==> src/include/otpc_map.svh <==
/*
 * constants for the one-time-programmable memory host controller:
 * geometry, identification addresses and pin timing in sys_clk cycles.
 * assumes a 25 MHz sys_clk; times are kept in ns or us beside the counts.
 */
`ifndef OTPC_MAP_SVH
`define OTPC_MAP_SVH

`define OTPC_ADDR_W 16
`define OTPC_DATA_W 8
`define OTPC_LAST_ADDR 16'hffff
`define OTPC_ERASED_BYTE 8'hff
`define OTPC_CLK_NS 40
// access delay of the part, longest grade, ns
`define OTPC_ACCESS_NS 90
`define OTPC_ACCESS_CYC ((`OTPC_ACCESS_NS + `OTPC_CLK_NS - 1) / `OTPC_CLK_NS)
// verify sample delay after select falls, ns
`define OTPC_VERIFY_NS 100
`define OTPC_VERIFY_CYC ((`OTPC_VERIFY_NS + `OTPC_CLK_NS - 1) / `OTPC_CLK_NS)
// programming pulse, least and longest, us
`define OTPC_PULSE_MIN_US 20
`define OTPC_PULSE_MAX_US 100
`define OTPC_PULSE_CYC \
  ((`OTPC_PULSE_MIN_US * 1000 + `OTPC_CLK_NS - 1) / `OTPC_CLK_NS)
`define OTPC_MAX_PULSES 25
`define OTPC_ID_MFR_ADDR 16'h0202
`define OTPC_ID_DEV_ADDR 16'h0203
`define OTPC_ID_CONT_ADDR 16'h0200
`define OTPC_CNT_W 10
`define OTPC_PCNT_W 5

`endif

==> src/include/otpc_pkg.sv <==
/*
 * types for the memory host controller.
 * assumes otpc_map.svh is on the include path.
 */
package otpc_pkg;
  typedef enum logic [1:0] {
    OTPC_CMD_READ,
    OTPC_CMD_PROG,
    OTPC_CMD_ID,
    OTPC_CMD_VERIFY_ALL
  } otpc_cmd_t;
endpackage

==> src/hdl/otpc_host.sv <==
/*
 * host controller driving a 64K x 8 one-time-programmable memory by pins:
 * reads, identification reads, pulse-and-verify byte programming and a
 * full read-back compare against an expected value.
 * assumes the memory pins are sampled synchronously to sys_clk and that
 * the board turns prog_voltage_en / id_high_voltage into the real levels.
 */
// Function
// - program mode needs programming voltage present and select low
// - in program mode host drives all 8 data bits in parallel
// - pulse 20..100 us, verify after each, stop on pass or max count
// - step each address in turn, then read back the whole memory
// - parallel parts share all inputs except separate selects
// - verify reads with gate and select low, sampled after verify delay
// - id mode: high voltage on tenth line, others low except two lowest
// - decode select per device, gate common to read strobe
`timescale 1ns/100ps
`default_nettype none
`include "otpc_map.svh"

module otpc_host
  import otpc_pkg::*;
(
  input wire logic sys_clk,
  input wire logic rst_n,
  input wire logic cmd_valid,
  output logic cmd_ready,
  input wire otpc_pkg::otpc_cmd_t cmd_op,
  input wire logic [15:0] cmd_addr,
  input wire logic [7:0] cmd_wdata,
  output logic rsp_valid,
  output logic [7:0] rsp_rdata,
  output logic rsp_fail,
  output logic [15:0] rsp_addr,
  output logic [15:0] address_bus,
  input wire logic [7:0] data_lines_i,
  output logic [7:0] data_lines_o,
  output logic data_lines_oe,
  output logic chip_select_n,
  output logic out_gate_n,
  output logic prog_voltage_en,
  output logic id_high_voltage
);
  import otpc_pkg::*;

  // ****************************************
  // sequencer
  // ****************************************
  typedef enum {
    ST_IDLE,
    ST_READ,
    ST_PSETUP,
    ST_PULSE,
    ST_PREC,
    ST_VERIFY,
    ST_DONE
  } otpc_state_t;

  otpc_state_t state_q;
  otpc_cmd_t op_q;
  logic [`OTPC_CNT_W-1:0] cnt_q;
  logic [`OTPC_PCNT_W-1:0] pulses_q;
  logic [15:0] addr_q;
  logic [7:0] wdata_q;
  logic [7:0] rdata_q;
  logic fail_q;
  logic rsp_q;
  logic sweep_q;

  // odd parity over the id byte, top bit acting as parity
  function automatic logic odd_parity(input logic [7:0] b);
    odd_parity = ^b;
  endfunction

  assign cmd_ready = (state_q == ST_IDLE);

  always_ff @(posedge sys_clk or negedge rst_n) begin
    if (!rst_n) begin
      state_q <= ST_IDLE;
      op_q <= OTPC_CMD_READ;
      cnt_q <= '0;
      pulses_q <= '0;
      addr_q <= 16'h0000;
      wdata_q <= 8'hff;
      rdata_q <= 8'h00;
      fail_q <= 1'b0;
      rsp_q <= 1'b0;
      sweep_q <= 1'b0;
    end else begin
      rsp_q <= 1'b0;
      unique case (state_q)
        ST_IDLE: begin
          if (cmd_valid) begin
            op_q <= cmd_op;
            wdata_q <= cmd_wdata;
            fail_q <= 1'b0;
            cnt_q <= '0;
            pulses_q <= '0;
            sweep_q <= (cmd_op == OTPC_CMD_VERIFY_ALL);
            unique case (cmd_op)
              // id: tenth line raised, only the two lowest lines vary
              OTPC_CMD_ID: addr_q <= {14'h0080, cmd_addr[1:0]};
              OTPC_CMD_VERIFY_ALL: addr_q <= 16'h0000;
              default: addr_q <= cmd_addr;
            endcase
            // a byte of all ones needs no pulse at all
            if (cmd_op == OTPC_CMD_PROG && cmd_wdata != `OTPC_ERASED_BYTE)
              state_q <= ST_PSETUP;
            else if (cmd_op == OTPC_CMD_PROG)
              state_q <= ST_DONE;
            else
              state_q <= ST_READ;
          end
        end
        ST_READ: begin
          // wait the access delay with select and gate low
          if (cnt_q == `OTPC_CNT_W'(`OTPC_ACCESS_CYC)) begin
            cnt_q <= '0;
            rdata_q <= data_lines_i;
            if (op_q == OTPC_CMD_ID && addr_q[1] &&
                !odd_parity(data_lines_i))
              fail_q <= 1'b1;
            if (sweep_q) begin
              if (data_lines_i != wdata_q)
                fail_q <= 1'b1;
              if (addr_q == `OTPC_LAST_ADDR || data_lines_i != wdata_q)
                state_q <= ST_DONE;
              else
                addr_q <= addr_q + 16'h0001;
            end else begin
              state_q <= ST_DONE;
            end
          end else begin
            cnt_q <= cnt_q + `OTPC_CNT_W'(1);
          end
        end
        ST_PSETUP: begin
          state_q <= ST_PULSE;
          cnt_q <= '0;
        end
        ST_PULSE: begin
          if (cnt_q == `OTPC_CNT_W'(`OTPC_PULSE_CYC - 1)) begin
            cnt_q <= '0;
            pulses_q <= pulses_q + `OTPC_PCNT_W'(1);
            state_q <= ST_PREC;
          end else begin
            cnt_q <= cnt_q + `OTPC_CNT_W'(1);
          end
        end
        ST_PREC: begin
          state_q <= ST_VERIFY;
        end
        ST_VERIFY: begin
          if (cnt_q == `OTPC_CNT_W'(`OTPC_VERIFY_CYC)) begin
            cnt_q <= '0;
            rdata_q <= data_lines_i;
            if (data_lines_i == wdata_q)
              state_q <= ST_DONE;
            else if (pulses_q == `OTPC_PCNT_W'(`OTPC_MAX_PULSES)) begin
              fail_q <= 1'b1;
              state_q <= ST_DONE;
            end else
              state_q <= ST_PSETUP;
          end else begin
            cnt_q <= cnt_q + `OTPC_CNT_W'(1);
          end
        end
        ST_DONE: begin
          rsp_q <= 1'b1;
          state_q <= ST_IDLE;
        end
      endcase
    end
  end

  // ****************************************
  // pin drive
  // ****************************************
  // the voltage qualifiers override gate and tenth line levels
  always_comb begin
    address_bus = addr_q;
    chip_select_n = 1'b1;
    out_gate_n = 1'b1;
    prog_voltage_en = 1'b0;
    id_high_voltage = 1'b0;
    data_lines_oe = 1'b0;
    data_lines_o = wdata_q;
    unique case (state_q)
      ST_READ: begin
        chip_select_n = 1'b0;
        out_gate_n = 1'b0;
        id_high_voltage = (op_q == OTPC_CMD_ID);
        if (op_q == OTPC_CMD_ID)
          address_bus = {14'h0000, addr_q[1:0]};
      end
      ST_PSETUP, ST_PREC: begin
        // select high under voltage inhibits, so data can settle
        prog_voltage_en = 1'b1;
        data_lines_oe = 1'b1;
      end
      ST_PULSE: begin
        prog_voltage_en = 1'b1;
        chip_select_n = 1'b0;
        data_lines_oe = 1'b1;
      end
      ST_VERIFY: begin
        chip_select_n = 1'b0;
        out_gate_n = 1'b0;
      end
      default: ;
    endcase
  end

  assign rsp_valid = rsp_q;
  assign rsp_rdata = rdata_q;
  assign rsp_fail = fail_q;
  assign rsp_addr = addr_q;

  // ****************************************
  // checks
  // ****************************************
  property p_drive_safe;
    @(posedge sys_clk) disable iff (!rst_n)
    data_lines_oe |-> (prog_voltage_en && !id_high_voltage && out_gate_n);
  endproperty
  a_drive_safe: assert property (p_drive_safe)
    else $error("data driven outside programming");

  property p_pulse_len;
    @(posedge sys_clk) disable iff (!rst_n)
    $rose(state_q == ST_PULSE) |-> (!chip_select_n && prog_voltage_en)[*8];
  endproperty
  a_pulse_len: assert property (p_pulse_len)
    else $error("programming pulse cut short");

  property p_pulse_end;
    @(posedge sys_clk) disable iff (!rst_n)
    $rose(state_q == ST_PULSE) |-> ##[490:510] (state_q == ST_PREC);
  endproperty
  a_pulse_end: assert property (p_pulse_end)
    else $error("pulse length out of range");

  property p_verify_after_pulse;
    @(posedge sys_clk) disable iff (!rst_n)
    $fell(state_q == ST_PULSE) |-> ##1 (state_q == ST_VERIFY);
  endproperty
  a_verify_after_pulse: assert property (p_verify_after_pulse)
    else $error("no verify after pulse");

  property p_prog_sel;
    @(posedge sys_clk) disable iff (!rst_n)
    (prog_voltage_en && !chip_select_n) |-> (state_q == ST_PULSE);
  endproperty
  a_prog_sel: assert property (p_prog_sel)
    else $error("unexpected programming condition");

  property p_verify_pins;
    @(posedge sys_clk) disable iff (!rst_n)
    (state_q == ST_VERIFY) |-> (!chip_select_n && !out_gate_n
      && !prog_voltage_en && !data_lines_oe);
  endproperty
  a_verify_pins: assert property (p_verify_pins)
    else $error("verify pins wrong");

  property p_id_addr;
    @(posedge sys_clk) disable iff (!rst_n)
    id_high_voltage |-> (address_bus[15:2] == 14'h0000);
  endproperty
  a_id_addr: assert property (p_id_addr)
    else $error("id address lines not low");

  property p_standby;
    @(posedge sys_clk) disable iff (!rst_n)
    (state_q == ST_IDLE) |-> (chip_select_n && out_gate_n
      && !prog_voltage_en && !id_high_voltage);
  endproperty
  a_standby: assert property (p_standby)
    else $error("pins active while idle");

  property p_read_wait;
    @(posedge sys_clk) disable iff (!rst_n)
    $rose(state_q == ST_READ) |-> (state_q == ST_READ)[*4];
  endproperty
  a_read_wait: assert property (p_read_wait)
    else $error("read sampled before access delay");
endmodule

`default_nettype wire

==> config.mk <==
export PLATFORM = sky130hd
export DESIGN_NAME = otpc_host
export DESIGN_NICKNAME = d
export VERILOG_FILES = /design/src/include/otpc_pkg.sv /design/src/hdl/otpc_host.sv
export VERILOG_INCLUDE_DIRS = /design/src /design/src/include
export SDC_FILE = /design/constraint.sdc
export NUM_CORES = 1
export LEC_CHECK = 0
export ABC_CLOCK_PERIOD_IN_PS = 4100
export BUFFER_PORTS_ARGS = -buffer_cell sky130_fd_sc_hd__buf_2
export CAP_MARGIN = 20
export CORE_ASPECT_RATIO = 2
export CORE_UTILIZATION = 50
export DETAILED_ROUTE_END_ITERATION = 12
export GPL_TIMING_DRIVEN = 0
export MAX_ROUTING_LAYER = met4
export PLACE_DENSITY_LB_ADDON = 0.25
export SYNTH_ARGS = -nofsm -noshare
export SYNTH_HDL_FRONTEND = slang
export SYNTH_SLANG_ARGS = --single-unit
==> constraint.sdc <==
create_clock -name sys_clk -period 4.1 [get_ports sys_clk]
set_input_delay 0.615 -clock sys_clk [delete_from_list [all_inputs] [get_ports sys_clk]]
set_output_delay 0.615 -clock sys_clk [all_outputs]
set_load 0.005 [all_outputs]
== Word-level counts from Yosys, hierarchy flattened ==
Index checks and enable logic that the tools add are counted.
Word-level totals
  output and inout port bits: 56
  input bits: 37
  latch bits: 0
  word-level logic and storage cells: 101
  memories: 0
  ROM bits: 0
  memory bits (writable): 0
  bits in registers: 84
Operators by class
  shifts and indexed selects: 0
  eq/ne operators: 26
  $add $sub $neg: 3
  divide/modulo/power cells: 0
  order comparisons: 0
  muxes and demuxes: 40
  reduce and logical (&&, ||, !) cells: 22
  $mul: 0
  bitwise logic cells: 0
Operators by type and width (number)
  $pmux 32 s7: 1
  $mux 32: 6
  $eq 32x3->1 const B: 3
  $mux 16: 6
  $eq 32x2->1 const B: 2
  $logic_not 32->1: 2
  $pmux 16 s2: 2
  $pmux 10 s4: 1
  $eq 32x1->1 const B: 1
  $mux 10: 3
  $add 16x1->16 const B: 1
  $eq 16x16->1 const B: 1
  $ne 2x2->1 const B: 8
  $mux 1: 13
  $mux 3: 4
  $add 10x1->10 const B: 1
  $eq 10x2->1 const B: 1
  $eq 10x9->1 const B: 1
  $mux 5: 2
  $pmux 5 s2: 1
  $reduce_and 5->1: 2
  $eq 8x8->1: 1
  $ne 8x8->1: 1
  $ne 8x8->1 const B: 1
  other kinds (18): 26

== Longest topological paths before layout ==
  depth after elaboration: 8
  gate-level depth with buffers: 10
  gate-level depth less buffers: 7

== Least setup slack after synthesis ==
No wires, ideal clock.
  kind: input to register
  from: input data_lines_i[5]
  to: register addr_q[1] (netlist: rsp_addr[1])
  path slack: 1.795 ns
  arrival time: 2.178 ns
  library setup time: 0.127 ns
  cell stages on the path: 7
  path buffers: 1
  path through: xor2_1 nor4_1 nand2_1 o31ai_1 and2_1 buf_4 mux2_1
Between the ends
  longest elaborated chain between the ends: 4
RTL lines
  from (decl): line otpc_host.sv:36  | input wire logic [7:0] data_lines_i,
  $ne 8x8->1: line otpc_host.sv:126  | if (addr_q == `OTPC_LAST_ADDR || data_lines_i != wdata_q)
  $logic_or 1x1->1: line otpc_host.sv:126
  $ne 2x2->1 (no line)
  $reduce_and 5->1 (no line)
  to (signal assigned): line otpc_host.sv:102  | OTPC_CMD_ID: addr_q <= {14'h0080, cmd_addr[1:0]};
  to (signal assigned): line otpc_host.sv:104  | default: addr_q <= cmd_addr;
  to (signal assigned): line otpc_host.sv:129  | addr_q <= addr_q + 16'h0001;
  to (decl): line otpc_host.sv:63  | logic [15:0] addr_q;
No other way between the ends.
A chain may end at the register's enable or synchronous reset.

== Worst setup path in the final report ==
  from: register state_q[0]
  to: output address_bus[10]
Between the ends
  longest elaborated chain between the ends: 2
RTL lines
  from (decl): line otpc_host.sv:59  | otpc_state_t state_q;
  from (signal assigned): line otpc_host.sv:79  | state_q <= ST_IDLE;
  from (signal assigned): line otpc_host.sv:108  | state_q <= ST_PSETUP;
  from (signal assigned): line otpc_host.sv:110  | state_q <= ST_DONE;
  $eq 32x1->1: line otpc_host.sv:188  | unique case (state_q)
  $mux 16: line otpc_host.sv:188
  to (decl): line otpc_host.sv:35  | output logic [15:0] address_bus,
No other way between the ends.

==> results.json <==
{
  "die_width_um": 60.2,
  "synth_most_common_cell": "nand2_1",
  "fp.dieH_um": 118,
  "cts_tree": "done",
  "synthArstFlopShare": 1.00,
  "clock-root-buffer": "clkbuf_16",
  "max_freq_mhz": 365,
  "placed_cell_area_um2": 3970,
  "reg2reg_depth": 7,
  "power_per_cell_area_nw_per_um2": 703,
  "cts_sinks": 55,
  "vias_per_cell": 5.85,
  "grt_pass1_vias": 3421,
  "r2r-start": "data_lines_o[5]",
  "synthToLayoutAreaGrowth_pct": 22.6,
  "clock_skew_ns": 0.0107,
  "stdcell_count": 588,
  "fin_nets": 540,
  "grt_pass1_wl_um": 15500,
  "cts_buffers": 5,
  "clock_latency_ns": 0.30,
  "synth_nets": 440,
  "hold_buffers": 0,
  "ctsResizeCount": 0,
  "post-route-min-period_ns": 2.74,
  "clockBufferDepth": 2,
  "maxSlewHeadroom": 0.525,
  "setup_tns_ns": 0,
  "core_um2": 6570,
  "synth_area_um2": 3380,
  "grt_max_degree": 40,
  "drv_slew": 0,
  "synth_area_per_cell_um2": 8.48,
  "htreeDepth": 2,
  "gp_congestion": 0.978,
  "ant_nets": 0,
  "rsz0062_at_grt": "false",
  "synth_edf_count": 0,
  "drt_iter0_drc": 243,
  "diodes": 0,
  "antenna_found_initial": 0,
  "required_ns": 3.48,
  "vias": 3437,
  "worst_pin_slew_ns": 0.707,
  "outcome": "finished, final reports clean",
  "dp_hpwl_um": 7240,
  "r2r_slack_ns": 1.44,
  "criticalPathCategory": "reg -> out",
  "design_area_um2": 4150,
  "io_pins": 93,
  "grt.overflow.total": 0,
  "grtUsageTotal": 0.296,
  "synth_top_area_frac": 0.348,
  "critPathCaptureType": "output pin",
  "post-route-period-util": 0.668,
  "ys_seq_area_frac": 0.410,
  "startpoint_type": "flop",
  "drcViolationCount": 0,
  "path_max_fanout": 10,
  "synth_seq_cells": 55,
  "r2r-end": "rsp_addr[1]",
  "synth_area_leader_cell": "dfrtp_1",
  "drt-wirelength-per-cell_um": 16.3,
  "cts.clk_slew.worst_paths_ns": 0.08,
  "power_mw": 2.92,
  "synth.distinct_cells": 54,
  "postCtsSetupBuffers": 0,
  "drive_gt1_frac": 0.276,
  "final_util": 0.631,
  "cp.arrival_ns": 2.12,
  "final_hold_viol_count": 0,
  "first_pass_iters": 5,
  "yosys_warnings": 0,
  "synth_area_leaders": "dfrtp_1 (35%), nand2_1 (7.7%), dfstp_2 (6.2%)",
  "port_buffers": 92,
  "syn-instance-count": 399,
  "die_area_um2": 7120,
  "cap_violations": 0,
  "yosys-top-cells-count": "nand2_1 (69), dfrtp_1 (47), a21oi_1 (39), nand3_1 (24), nor2_1 (23)",
  "num-fill-cells": 606,
  "synth_flop_cell": "dfrtp_1",
  "holdCritPathClass": "in -> async",
  "dp.cells": 580,
  "core.rowCount": 42,
  "start_util": 0.515,
  "setup_viol": 0,
  "wirelength_um": 9560,
  "p_leak_nw": 1.94,
  "irDropWorstVdd_mv": 0.392
}
==> stage by stage <==
step / worst slack [ns] / hold WS (ns)
6_report: 1.36 / 0.246
3_3_place_gp: 1.32 / 0.454
2_1_floorplan: 1.79 / 0.319
5_1_grt: 1.21 / 0.269
3_5_place_dp: 1.23 / 0.473
4_1_cts: 1.35 / 0.254
==> critical path: stages (launching register included) <==
cell and delay [ns]:
dfrtp_1 0.32, buf_2 0.20, nand2b_2 0.13, nor2_1 0.39, nand2_1 0.22, clkbuf_1 0.24
and2_1 0.20, buf_2 0.12
==> power by group <==
group	internal, mW	switching [mW]
sequential	0.772	0.220
combinational	0.625	0.800
clock	0.292	0.207
total	1.69	1.23
==> state kept, by name (all words and copies together), names as in the netlist <==
signal,count
pulses_q,5
sweep_q,1
state_q,3
op_q,2
rsp_valid,1
rsp_rdata,8
rsp_addr,16
rsp_fail,1
cnt_q,10
data_lines_o,8
==> layout by cell type (no fill, tap or decap), drive strengths merged, types with 5 or more instances in the layout <==
master | netlist | final
xor2 | 12 | 12
a21oi | 39 | 39
nand3 | 24 | 24
a31oi | 14 | 14
o21ai | 19 | 19
or3 | 5 | 5
and2 | 16 | 16
nor3 | 7 | 7
inv | 10 | 11
buf | 10 | 103
nand4 | 6 | 6
dfstp | 8 | 8
clkbuf | 15 | 20
nand2 | 69 | 69
nor2 | 25 | 25
o31ai | 6 | 6
xnor2 | 9 | 9
mux2 | 9 | 9
dfrtp | 47 | 47
==> routing by layer <==
layer,global-route usage,vias to the layer above,part of all wire
met5,-,-,0
met4,0.182,0,0.044
met3,0.0449,32,0.045
met2,0.499,144,0.55
met1,0.306,1653,0.36
li1,-,1608,-
==> how the worst max path moves through the flow <==
stage	startpoint	endpoint	slack, ns	depth (start not counted)
after global routing	state_q[0]	address_bus[12]	1.21	7
after global placement	data_lines_i[3]	rsp_addr[1]	1.32	8
after detailed placement	data_lines_i[3]	rsp_addr[1]	1.23	8
after floorplan	data_lines_i[5]	rsp_addr[1]	1.79	7
after CTS	state_q[0]	address_bus[10]	1.35	7
final	state_q[0]	address_bus[10]	1.36	7
==> cell families (layout without fill, tap and decap cells) <==
family / count (synthesis) / in the layout / share of synthesized area
simple gates: 176 / 176 / 0.267
compound gates: 97 / 97 / 0.170
flops: 55 / 55 / 0.410
buf+inv: 35 / 136 / 0.0481
xor+xnor: 21 / 21 / 0.0544
mux: 11 / 11 / 0.0359
fa+ha+maj: 4 / 4 / 0.0148
==> cell type report <==
type | count | area, µm² | share of cell area
Timing Repair Buffer | 93 | 480 | 0.116
Clock buffer | 5 | 125 | 0.0302
Sequential cell | 55 | 1390 | 0.334
Clock inverter | 3 | 47.5 | 0.0115
Inverter | 10 | 37.5 | 0.00905
Buffer | 25 | 125 | 0.0302
Tap cell | 88 | 110 | 0.0266
Multi-Input combinational cell | 309 | 1830 | 0.442
No activity file was read; power rests on OpenSTA's default activity.
